### src/window_watchdog_pkg.sv
// Operation
// - Watchdog idle while rail or global fault
// - Plain variant: fault holds reset delay plus three ticks
// - Reset release starts long first timeout
// - No trigger edge before timeout is fault
// - First trigger edge starts both windows
// - Edge inside closed window is fault
// - Edge must land in open window
// - Trigger stuck high whole period is fault
// - Trigger high at release starts windows
// - Plain variant: reset only, regulators run
// - Shutdown variant: regulators off, then restart
// - Intervals counted on watchdog oscillator ticks
// - Timing pin low, sync high: debug
// - Debug mode never raises watchdog fault
// - Either strap released ends debug mode
// - Timing pin low without sync: fault
// - Rail out of window asserts reset
package window_watchdog_pkg;

  localparam int CNT_W = 16;

  // ----------------------------------------
  // Default intervals in watchdog ticks
  // ----------------------------------------
  localparam logic [15:0] FIRST_TICKS_DEF = 16'h0258;
  localparam logic [15:0] CLOSED_TICKS_DEF = 16'h000A;
  localparam logic [15:0] OPEN_TICKS_DEF = 16'h0028;
  localparam logic [15:0] RESET_TICKS_DEF = 16'h0020;
  localparam logic [15:0] ENABLE_TICKS_DEF = 16'h0040;
  localparam logic [15:0] EXTRA_TICKS = 16'h0003;

  // ----------------------------------------
  // Types
  // ----------------------------------------
  typedef enum logic [1:0] {
    WD_OFF    = 2'b00,
    WD_FIRST  = 2'b01,
    WD_WINDOW = 2'b10
  } wd_state_type;

  // Raw pins and analog comparator levels
  typedef struct packed {
    logic trigger;
    logic sync_clock;
    logic timing_low;
    logic rail1_ok;
    logic global_fault;
    logic osc;
  } pin_in_type;

  localparam pin_in_type PIN_RESET = 6'h00;

endpackage

### src/window_watchdog_supervisor.sv
`timescale 1ns/100ps
module window_watchdog_supervisor #(
  parameter bit          SHUTDOWN     = 1'b0,
  parameter logic [15:0] FIRST_TICKS  = window_watchdog_pkg::FIRST_TICKS_DEF,
  parameter logic [15:0] CLOSED_TICKS = window_watchdog_pkg::CLOSED_TICKS_DEF,
  parameter logic [15:0] OPEN_TICKS   = window_watchdog_pkg::OPEN_TICKS_DEF,
  parameter logic [15:0] RESET_TICKS  = window_watchdog_pkg::RESET_TICKS_DEF,
  parameter logic [15:0] ENABLE_TICKS = window_watchdog_pkg::ENABLE_TICKS_DEF
) (
  input  wire logic                            ref_clk_i,
  input  wire logic                            reset_n_i,
  input  wire logic                            clk_en_i,
  input  wire window_watchdog_pkg::pin_in_type pins_i,
  output logic                                 primary_reset_out_o,
  output logic                                 primary_reset_oe_n_o,
  output logic                                 regulators_enable_o,
  output logic                                 spread_spectrum_off_o,
  output logic                                 watchdog_fault_o
);

  // ----------------------------------------
  // Declarations
  // ----------------------------------------
  window_watchdog_pkg::pin_in_type s1, s2, s3, lvl;
  window_watchdog_pkg::wd_state_type wd_state;
  logic [15:0] main_cnt;
  logic [15:0] closed_cnt;
  logic [15:0] high_cnt;
  logic [15:0] rel_cnt;
  logic [15:0] dis_cnt;
  logic        osc_d;
  logic        trig_d;
  logic        reset_rel;
  logic        reset_rel_d;
  logic        tick;
  logic        trig_rise;
  logic        debug;
  logic        pin_fault;
  logic        cause;
  logic        release_edge;
  logic        wd_active;
  logic        first_exp;
  logic        open_exp;
  logic        closed_hit;
  logic        stuck;
  logic        fault_now;
  logic [15:0] period;

  // ----------------------------------------
  // Pin synchronisers
  // ----------------------------------------
  // Three stages, level moves when stages two and three agree
  always_ff @(posedge ref_clk_i or negedge reset_n_i) begin
    if (!reset_n_i) begin
      s1  <= window_watchdog_pkg::PIN_RESET;
      s2  <= window_watchdog_pkg::PIN_RESET;
      s3  <= window_watchdog_pkg::PIN_RESET;
      lvl <= window_watchdog_pkg::PIN_RESET;
    end else if (clk_en_i) begin
      s1  <= pins_i;
      s2  <= s1;
      s3  <= s2;
      lvl <= (s3 & ~(s2 ^ s3)) | (lvl & (s2 ^ s3));
    end
  end

  // Edge history of oscillator, trigger and reset
  always_ff @(posedge ref_clk_i or negedge reset_n_i) begin
    if (!reset_n_i) begin
      osc_d       <= 1'b0;
      trig_d      <= 1'b0;
      reset_rel_d <= 1'b0;
    end else if (clk_en_i) begin
      osc_d       <= lvl.osc;
      trig_d      <= lvl.trigger;
      reset_rel_d <= reset_rel;
    end
  end

  assign tick         = lvl.osc && !osc_d;
  assign trig_rise    = lvl.trigger && !trig_d;
  assign release_edge = reset_rel && !reset_rel_d;

  // ----------------------------------------
  // Debug straps
  // ----------------------------------------
  // debug while both straps hold
  assign debug     = lvl.timing_low && lvl.sync_clock;
  // timing strap alone is a fault
  assign pin_fault = lvl.timing_low && !lvl.sync_clock;
  assign spread_spectrum_off_o = debug;

  // ----------------------------------------
  // Fault detection
  // ----------------------------------------
  // watchdog only runs released, not debug
  assign wd_active  = (wd_state != window_watchdog_pkg::WD_OFF) && reset_rel && !debug;
  assign period     = (wd_state == window_watchdog_pkg::WD_FIRST) ? FIRST_TICKS : OPEN_TICKS;
  assign first_exp  = (wd_state == window_watchdog_pkg::WD_FIRST) && tick
                      && (main_cnt == 16'h0001) && !trig_rise;
  assign open_exp   = (wd_state == window_watchdog_pkg::WD_WINDOW) && tick
                      && (main_cnt == 16'h0001) && !trig_rise;
  assign closed_hit = (wd_state == window_watchdog_pkg::WD_WINDOW) && trig_rise
                      && (closed_cnt != 16'h0000);
  assign stuck      = lvl.trigger && (high_cnt >= period);
  assign fault_now  = wd_active && (first_exp || open_exp || closed_hit || stuck);
  assign watchdog_fault_o = fault_now;

  // ----------------------------------------
  // Window state machine
  // ----------------------------------------
  always_ff @(posedge ref_clk_i or negedge reset_n_i) begin
    if (!reset_n_i) begin
      wd_state   <= window_watchdog_pkg::WD_OFF;
      main_cnt   <= 16'h0000;
      closed_cnt <= 16'h0000;
    end else if (clk_en_i) begin
      case (wd_state)
        window_watchdog_pkg::WD_OFF: begin
          if (release_edge && !debug) begin
            if (lvl.trigger) begin
              // high at release acts as pulse
              wd_state   <= window_watchdog_pkg::WD_WINDOW;
              main_cnt   <= OPEN_TICKS;
              closed_cnt <= CLOSED_TICKS;
            end else begin
              wd_state <= window_watchdog_pkg::WD_FIRST;
              main_cnt <= FIRST_TICKS;
            end
          end
        end
        window_watchdog_pkg::WD_FIRST,
        window_watchdog_pkg::WD_WINDOW: begin
          if (!reset_rel || debug || fault_now) begin
            wd_state <= window_watchdog_pkg::WD_OFF;
          end else if (trig_rise) begin
            wd_state   <= window_watchdog_pkg::WD_WINDOW;
            main_cnt   <= OPEN_TICKS;
            closed_cnt <= CLOSED_TICKS;
          end else if (tick) begin
            main_cnt <= main_cnt - 16'h0001;
            if (closed_cnt != 16'h0000) begin
              closed_cnt <= closed_cnt - 16'h0001;
            end
          end
        end
        default: wd_state <= window_watchdog_pkg::WD_OFF;
      endcase
    end
  end

  // Ticks of continuous trigger high
  always_ff @(posedge ref_clk_i or negedge reset_n_i) begin
    if (!reset_n_i) begin
      high_cnt <= 16'h0000;
    end else if (clk_en_i) begin
      if (!lvl.trigger || trig_rise || !wd_active) begin
        high_cnt <= 16'h0000;
      end else if (tick && high_cnt != 16'hFFFF) begin
        high_cnt <= high_cnt + 16'h0001;
      end
    end
  end

  // ----------------------------------------
  // Regulator shutdown
  // ----------------------------------------
  // disable window only in shutdown build
  always_ff @(posedge ref_clk_i or negedge reset_n_i) begin
    if (!reset_n_i) begin
      dis_cnt <= 16'h0000;
    end else if (clk_en_i) begin
      if (SHUTDOWN && fault_now) begin
        dis_cnt <= ENABLE_TICKS;
      end else if (tick && dis_cnt != 16'h0000) begin
        dis_cnt <= dis_cnt - 16'h0001;
      end
    end
  end

  assign regulators_enable_o = (dis_cnt == 16'h0000);

  // ----------------------------------------
  // Primary reset
  // ----------------------------------------
  // causes holding reset low
  assign cause = !lvl.rail1_ok || lvl.global_fault || pin_fault
                 || (dis_cnt != 16'h0000);

  // Release delay after last cause
  always_ff @(posedge ref_clk_i or negedge reset_n_i) begin
    if (!reset_n_i) begin
      rel_cnt <= 16'h0000;
    end else if (clk_en_i) begin
      if (fault_now && !SHUTDOWN) begin
        rel_cnt <= 16'(RESET_TICKS + window_watchdog_pkg::EXTRA_TICKS);
      end else if (cause) begin
        rel_cnt <= RESET_TICKS;
      end else if (tick && rel_cnt != 16'h0000) begin
        rel_cnt <= rel_cnt - 16'h0001;
      end
    end
  end

  // Released level of the open-drain reset
  always_ff @(posedge ref_clk_i or negedge reset_n_i) begin
    if (!reset_n_i) begin
      reset_rel <= 1'b0;
    end else if (clk_en_i) begin
      reset_rel <= !cause && !fault_now && (rel_cnt == 16'h0000);
    end
  end

  assign primary_reset_out_o  = 1'b0;
  assign primary_reset_oe_n_o = reset_rel;

  // ----------------------------------------
  // Assertions
  // ----------------------------------------
  property p_idle_on_rail;
    @(posedge ref_clk_i) disable iff (!reset_n_i)
      clk_en_i && !lvl.rail1_ok |=> !wd_active;
  endproperty
  a_idle_on_rail: assert property (p_idle_on_rail)
    else $error("watchdog active with rail out");

  property p_extra;
    @(posedge ref_clk_i) disable iff (!reset_n_i)
      clk_en_i && fault_now && !SHUTDOWN |=> rel_cnt == RESET_TICKS + 16'h0003;
  endproperty
  a_extra: assert property (p_extra)
    else $error("reset hold not delay plus three");

  property p_first;
    @(posedge ref_clk_i) disable iff (!reset_n_i)
      clk_en_i && release_edge && !debug && !lvl.trigger
      |=> wd_state == window_watchdog_pkg::WD_FIRST && main_cnt == FIRST_TICKS;
  endproperty
  a_first: assert property (p_first)
    else $error("first timeout not started");

  property p_timeout;
    @(posedge ref_clk_i) disable iff (!reset_n_i)
      clk_en_i && wd_active && first_exp |=> !primary_reset_oe_n_o;
  endproperty
  a_timeout: assert property (p_timeout)
    else $error("missed first edge kept reset high");

  property p_early;
    @(posedge ref_clk_i) disable iff (!reset_n_i)
      wd_active && wd_state == window_watchdog_pkg::WD_WINDOW && trig_rise
      && closed_cnt != 16'h0000 |-> fault_now;
  endproperty
  a_early: assert property (p_early)
    else $error("early edge not faulted");

  property p_high_start;
    @(posedge ref_clk_i) disable iff (!reset_n_i)
      clk_en_i && release_edge && !debug && lvl.trigger
      |=> wd_state == window_watchdog_pkg::WD_WINDOW && closed_cnt == CLOSED_TICKS;
  endproperty
  a_high_start: assert property (p_high_start)
    else $error("high trigger at release not a pulse");

  property p_plain;
    @(posedge ref_clk_i) disable iff (!reset_n_i)
      SHUTDOWN || regulators_enable_o;
  endproperty
  a_plain: assert property (p_plain)
    else $error("regulators off in plain build");

  property p_shut;
    @(posedge ref_clk_i) disable iff (!reset_n_i)
      clk_en_i && SHUTDOWN && fault_now |=> !regulators_enable_o ##1 !primary_reset_oe_n_o;
  endproperty
  a_shut: assert property (p_shut)
    else $error("shutdown fault left regulators on");

  property p_debug;
    @(posedge ref_clk_i) disable iff (!reset_n_i)
      debug |-> !fault_now && spread_spectrum_off_o;
  endproperty
  a_debug: assert property (p_debug)
    else $error("fault raised in debug mode");

  property p_pin_fault;
    @(posedge ref_clk_i) disable iff (!reset_n_i)
      clk_en_i && pin_fault |=> !primary_reset_oe_n_o;
  endproperty
  a_pin_fault: assert property (p_pin_fault)
    else $error("timing strap fault not reported");

  c_release: cover property (@(posedge ref_clk_i) release_edge);
  c_restart: cover property (@(posedge ref_clk_i)
    wd_active && trig_rise && closed_cnt == 16'h0000);
  c_fault: cover property (@(posedge ref_clk_i) fault_now);
  c_debug: cover property (@(posedge ref_clk_i) debug);

endmodule

### config.mk
export PLATFORM = sky130hd
export DESIGN_NAME = window_watchdog_supervisor
export DESIGN_NICKNAME = d
export VERILOG_FILES = /design/src/window_watchdog_pkg.sv /design/src/window_watchdog_supervisor.sv
export SDC_FILE = /design/constraint.sdc
export NUM_CORES = 1
export LEC_CHECK = 0
export BUFFER_PORTS_ARGS = -buffer_cell sky130_fd_sc_hd__buf_4
export CAP_MARGIN = 30
export CELL_PAD_IN_SITES_DETAIL_PLACEMENT = 1
export CELL_PAD_IN_SITES_GLOBAL_PLACEMENT = 1
export CORE_UTILIZATION = 35
export DETAILED_ROUTE_END_ITERATION = 10
export GPL_TIMING_DRIVEN = 0
export PLACE_DENSITY = 0.63
export SLEW_MARGIN = 30
export SYNTH_ARGS = -nofsm -noshare
export SYNTH_HDL_FRONTEND = slang
export SYNTH_SLANG_ARGS = --single-unit
### constraint.sdc
create_clock -name ref_clk_i -period 6.9 [get_ports ref_clk_i]
set_clock_uncertainty 0.05 [all_clocks]
set_input_delay 1.38 -clock ref_clk_i [delete_from_list [all_inputs] [get_ports ref_clk_i]]
set_output_delay 1.38 -clock ref_clk_i [all_outputs]
set_load 0.02 [all_outputs]
After elaboration in Yosys (flattened, before gate mapping):

Cells that the tools add are included.

* flip-flop bits (word level): 110
* latch bits: 0
* RAM bits: 0
* memory bits (read-only): 0
* input bits: 9
* output and inout bits: 5
* word-level logic and storage cells: 141
* memories kept: 0

* add/subtract/negate cells: 5
* multiply operators: 0
* div/mod/pow operators: 0
* magnitude comparators: 1
* equal/unequal tests: 10
* shift operators: 0
* mux-type cells: 24
* bitwise gates (word level): 5
* reduce and logical (&&, ||, !) cells: 62

Operators by type and width (number)
* $mux W16: 15
* $pmux W16 S2: 2
* $sub A16 B1 Y16 const B: 4
* $reduce_bool A16 Y1: 3
* $logic_not A16 Y1: 2
* $logic_and A1 B1 Y1: 23
* $mux W10: 2
* $add A16 B1 Y16 const B: 1
* $eq A16 B1 Y1 const B: 1
* $ge A16 B10 Y1: 1
* $ne A16 B16 Y1 const B: 1
* $and A6 B6 Y6: 2
* $logic_not A1 Y1: 12
* $logic_or A1 B1 Y1: 10
* $ne A3 B3 Y1 const B: 3
* $mux W2: 4
* $reduce_and A7 Y1: 1
* $ne A2 B2 Y1 const B: 3
* $not A6 Y6: 1
* $or A6 B6 Y6: 1
* $reduce_and A2 Y1: 3
* $reduce_bool A2 Y1: 3
* $xor A6 B6 Y6: 1
* $reduce_and A5 Y1: 1
* 7 further kinds: 7

Longest topological paths before layout:

* word-level depth: 12
* gate-level depth with buffers: 12
* mapped depth without buffers: 11

Worst setup path after synthesis:

Ideal clock, no wire load.

* path type: flip-flop to output port
* from: reg closed_cnt[0]
* to: out watchdog_fault_o
* arrival: 2.574 ns
* path slack: 2.896 ns
* stages on the path, launching flop included: 10
* path through: dfrtp_1 inv_1 ha_1 or4b_1 clkbuf_1 or4b_1 clkbuf_1 o311a_1 a211oi_4 nor3_1

* word-level cells in the longest chain between the ends: 5

Ends and longest elaborated chain
* start, declared: line window_watchdog_supervisor.sv:27 `logic [15:0] closed_cnt;`
* start signal, assigned: line window_watchdog_supervisor.sv:143 `closed_cnt <= closed_cnt - 16'h0001;`
* $reduce_bool A16 Y1: line window_watchdog_supervisor.sv:104 `&& (closed_cnt != 16'h0000);`
* $logic_and A1 B1 Y1: line window_watchdog_supervisor.sv:104
* $logic_or A1 B1 Y1 (2 in a row): line window_watchdog_supervisor.sv:106 `assign fault_now = wd_active && (first_exp || open_exp || closed_hit || stuck);`
* $logic_and A1 B1 Y1: line window_watchdog_supervisor.sv:106
* end, declared: line window_watchdog_supervisor.sv:18 `output logic watchdog_fault_o`

No other way between the ends.

Worst setup path after layout:

Ends and elaborated chain as after synthesis.

==> implementation parameters <==
Parameter                              Value

Status
  Outcome    completed

Drt
  Initial DRC count    119
  Post-route ant nets    0
  Routed WL per cell    roughly 16 µm
  DRC    0
  DR vias/cell    5.24
  Total detailed-routing wirelength    13200 µm
  Iteration count of the initial detailed-routing pass    4
  Via total after detailed routing    4354

Die
  Number of top-level design ports    14
  Effective utilization at floorplan    36.5%
  Std-Cell Core Area    15400 µm²
  Floorplan die area    16600 µm²
  Horizontal die dimension    129 µm
  Die extent in y    roughly 130 µm
  FP Rows    45

Synthesis
  Part of the Yosys area used for sequential elements    approximately 50%
  Dominant register cell in the synthesized netlist    dfrtp_1
  Number of warnings reported in the yosys synthesis log    0
  Synthesized net count    615
  Cell accounting for the most synthesized area    dfrtp_1
  Top cell type's share of synthesized area    48.9%
  Synth cell types    55
  Top cell types by occurrence after synthesis    dfrtp_1 (110), nor2_1 (71), o21ai_0 (70)
  Netlist area before placement    5630 µm²
  Most frequently used cell type in the post-synthesis netlist    dfrtp_1
  Avg Cell Area, Syn    9.53 µm²
  Synth top area cells    dfrtp_1 (49%), o21ai_0 (6.2%), nor2_1 (4.7%)
  Register bit count reported by yosys    110
  Share of synthesized registers carrying an async set or reset    100%
  Number of enable-type register cells in the synthesized netlist    0
  Synthesized instance count    591

GRT
  Overflow left after global routing    0
  Maximum number of pins on one net before global-route repair    61
  Wire length of the first global-routing pass    23400 µm
  Number of global-route vias before repair    roughly 4.7k
  Global-route total usage across every layer    17.8%
  Initial antenna violation count    0

Timing
  Least-Margin Pin Slew    862 ps
  Maximum clock rate    roughly 210 MHz
  Share of the clock period used by the worst path after layout    70.5%
  Setup repair after global routing missed its margin    no
  Setup violation total in the final timing report    0
  Setup tns final    0 ps
  Final hold violations    0
  Slew Limit Fails    0
  PnR worst setup slack    2040 ps
  Relative slew slack    approximately 42%
  Min Tclk post-route    4860 ps

Layout
  Number of fill cells    1823
  Total inserted antenna cells    0
  Fraction of final layout cells with drive strength greater than 1    10.8%
  Nets@finish    around 640
  P&R area growth vs syn    12.5%

Worst hold path
  Hold WC Path Type    register to register
  Worst hold path cell count    1
  Startpoint of the most critical hold path    dis_cnt[4]

Clocking
  Number of hold-repair buffers added at the cts stage    0
  Cell chosen for the clock root    clkbuf_16
  Clock tree from TritonCTS    yes
  CTS HTree Levels    3
  Buffer count from post-CTS setup fixing    0
  Number of sinks on the clock net    110
  Post-CTS sizing    0
  Clock-pin slew reported for the worst setup and hold paths after clock tree synthesis    80 ps
  Maximum buffer depth of the clock tree    2
  TritonCTS buffer count    9
  Later-pin clock latency in the skew report    350 ps

Placed design
  Pre-CTS worst setup slack    ~2400 ps
  I/O Buffers    12
  Routability congestion estimate from global placement    0.755
  Detailed placement HPWL    9500 µm

Critical path
  Data arrival at the endpoint of the critical path    around 3400 ps
  Worst Setup End Kind    output port
  Cells traversed along the worst timing path    inv_1 -> ha_1 -> or4b_1 -> clkbuf_1 -> or4b_1 -> clkbuf_1 -> o311a_1 -> a211oi_4 -> nor3_1 -> buf_4
  Buffers and inverters on the worst path    4
  Register-to-Register Path Depth    12
  Largest incremental delay on the critical path    530 ps
  Category of the most critical setup path    register to output port
  Register-to-register setup slack    between 3000 and 4000 ps
  Element type at the critical path start    register
  Crit-path slowest cell    or4b_1
  Critical Path RT    5470 ps
  Critical path depth in cells    10
  Timing startpoint of the critical path    closed_cnt[0]
  Critical path fanouts, max    6
  Cell family contributing the most delay on the critical path    simple AND/OR/NAND/NOR gates
  Worst R2R Start    closed_cnt[0]

Job
  # Max-Cap Violations    0

Power and ir drop
  Static leakage power    between 2 and 3 nW
  Power after layout    1.87 mW
  Peak VDD IR    ~0.00014 V
  P per Cell Area    around 300 nW/µm²
[worst reg2reg max path: cells and delay by family, from the launching register on]
family | cells | cell delay [ps]
adder cells (fa/ha/maj) | 1 | 190
flip-flops | 1 | 400
AO/OA/AOI/OAI | 5 | 1300
AND/OR/NAND/NOR | 2 | 960
buffers and inverters | 4 | 780
[metrics by stage]
stage	instances	hold WS [ps]	util (%)	instance area, µm²
final	831	421	41.1	6340
after global routing	831	442	41.1	6340
after CTS	831	425	41.1	6340
after detailed placement	815	408	39.1	6030
after global placement	814	398	38.8	5980
after floorplan	591	384	-	5630
[path summary, 6_finish.rpt]
path	endpoint
hold reg to reg	dis_cnt[4]
hold / removal	dis_cnt[4]
setup reg to reg	closed_cnt[13]
min in group asynchronous	dis_cnt[8]
max in group asynchronous	closed_cnt[5]
setup / recovery	watchdog_fault_o
[cells in the final DEF, fill, tap and decap left out, types with 3 or more instances in the layout]
master,n
dfrtp_1,110
nor2_1,71
o21ai_0,70
nand2_1,46
inv_1,26
nor3_1,24
xnor2_1,22
a21oi_1,18
clkbuf_1,18
xor2_1,18
mux2_2,18
ha_1,15
nand3_1,12
buf_4,12
nor4_1,11
or3_1,10
or4_1,9
clkbuf_16,9
a31oi_1,7
o31ai_1,7
nand4_1,7
or2_2,5
and2_1,5
nand2b_1,5
o41ai_1,5
nor2b_1,4
o21ai_1,4
and4_1,3
o21a_1,3
buf_2,3
[final cells by class]
| cell class | count | area (µm²) | share of cell area, % |
|---|---|---|---|
| Buffer | 23 | 93.8 | 1.48 |
| Multi-Input combinational cell | 432 | 2700 | 42.6 |
| Tap cell | 211 | 264 | 4.17 |
| Inverter | 26 | 97.6 | 1.54 |
| Clock inverter | 7 | 78.8 | 1.24 |
| Clock buffer | 9 | 225 | 3.55 |
| Sequential cell | 110 | 2750 | 43.4 |
| Timing Repair Buffer | 13 | 125 | 1.97 |
[flip-flops by register name, indices dropped and copies added, names as in the netlist, named ones only]
name                  count
rel_cnt                  16
s3                        6
reset_rel_d               1
primary_reset_oe_n_o      1
dis_cnt                  16
s2                        6
s1                        6
wd_state                  2
closed_cnt               16
main_cnt                 16
trig_d                    1
high_cnt                 16
osc_d                     1
[logic make-up after synthesis]
logic type      after synthesis  synth area share, %
compound gates              132                 14.5
simple gates                225                 19.8
mux                          19                 3.78
fa+ha+maj                    15                 3.33
buf+inv                      49                 3.40
other cells                   1               0.0666
xor+xnor                     40                 6.22
flops                       110                 48.9
[where the power goes]
group / leakage [nW] / internal (mW) / switching, mW
Combinational: 1.18 / 0.198 / 0.314
Clock: 0.144 / 0.286 / 0.253
Sequential: 1.44 / 0.737 / 0.0866
[routing by layer]
metal  track usage, %  vias to the layer above  share of wire (%)
met2             30.2                       19                 49
met3             3.87                        6                1.8
met4             3.53                        0               0.64
li1                 -                     2125                  -
met1             23.5                     2204                 48
met5                0                        -                  0
No activity file was read; power rests on OpenSTA's default activity.
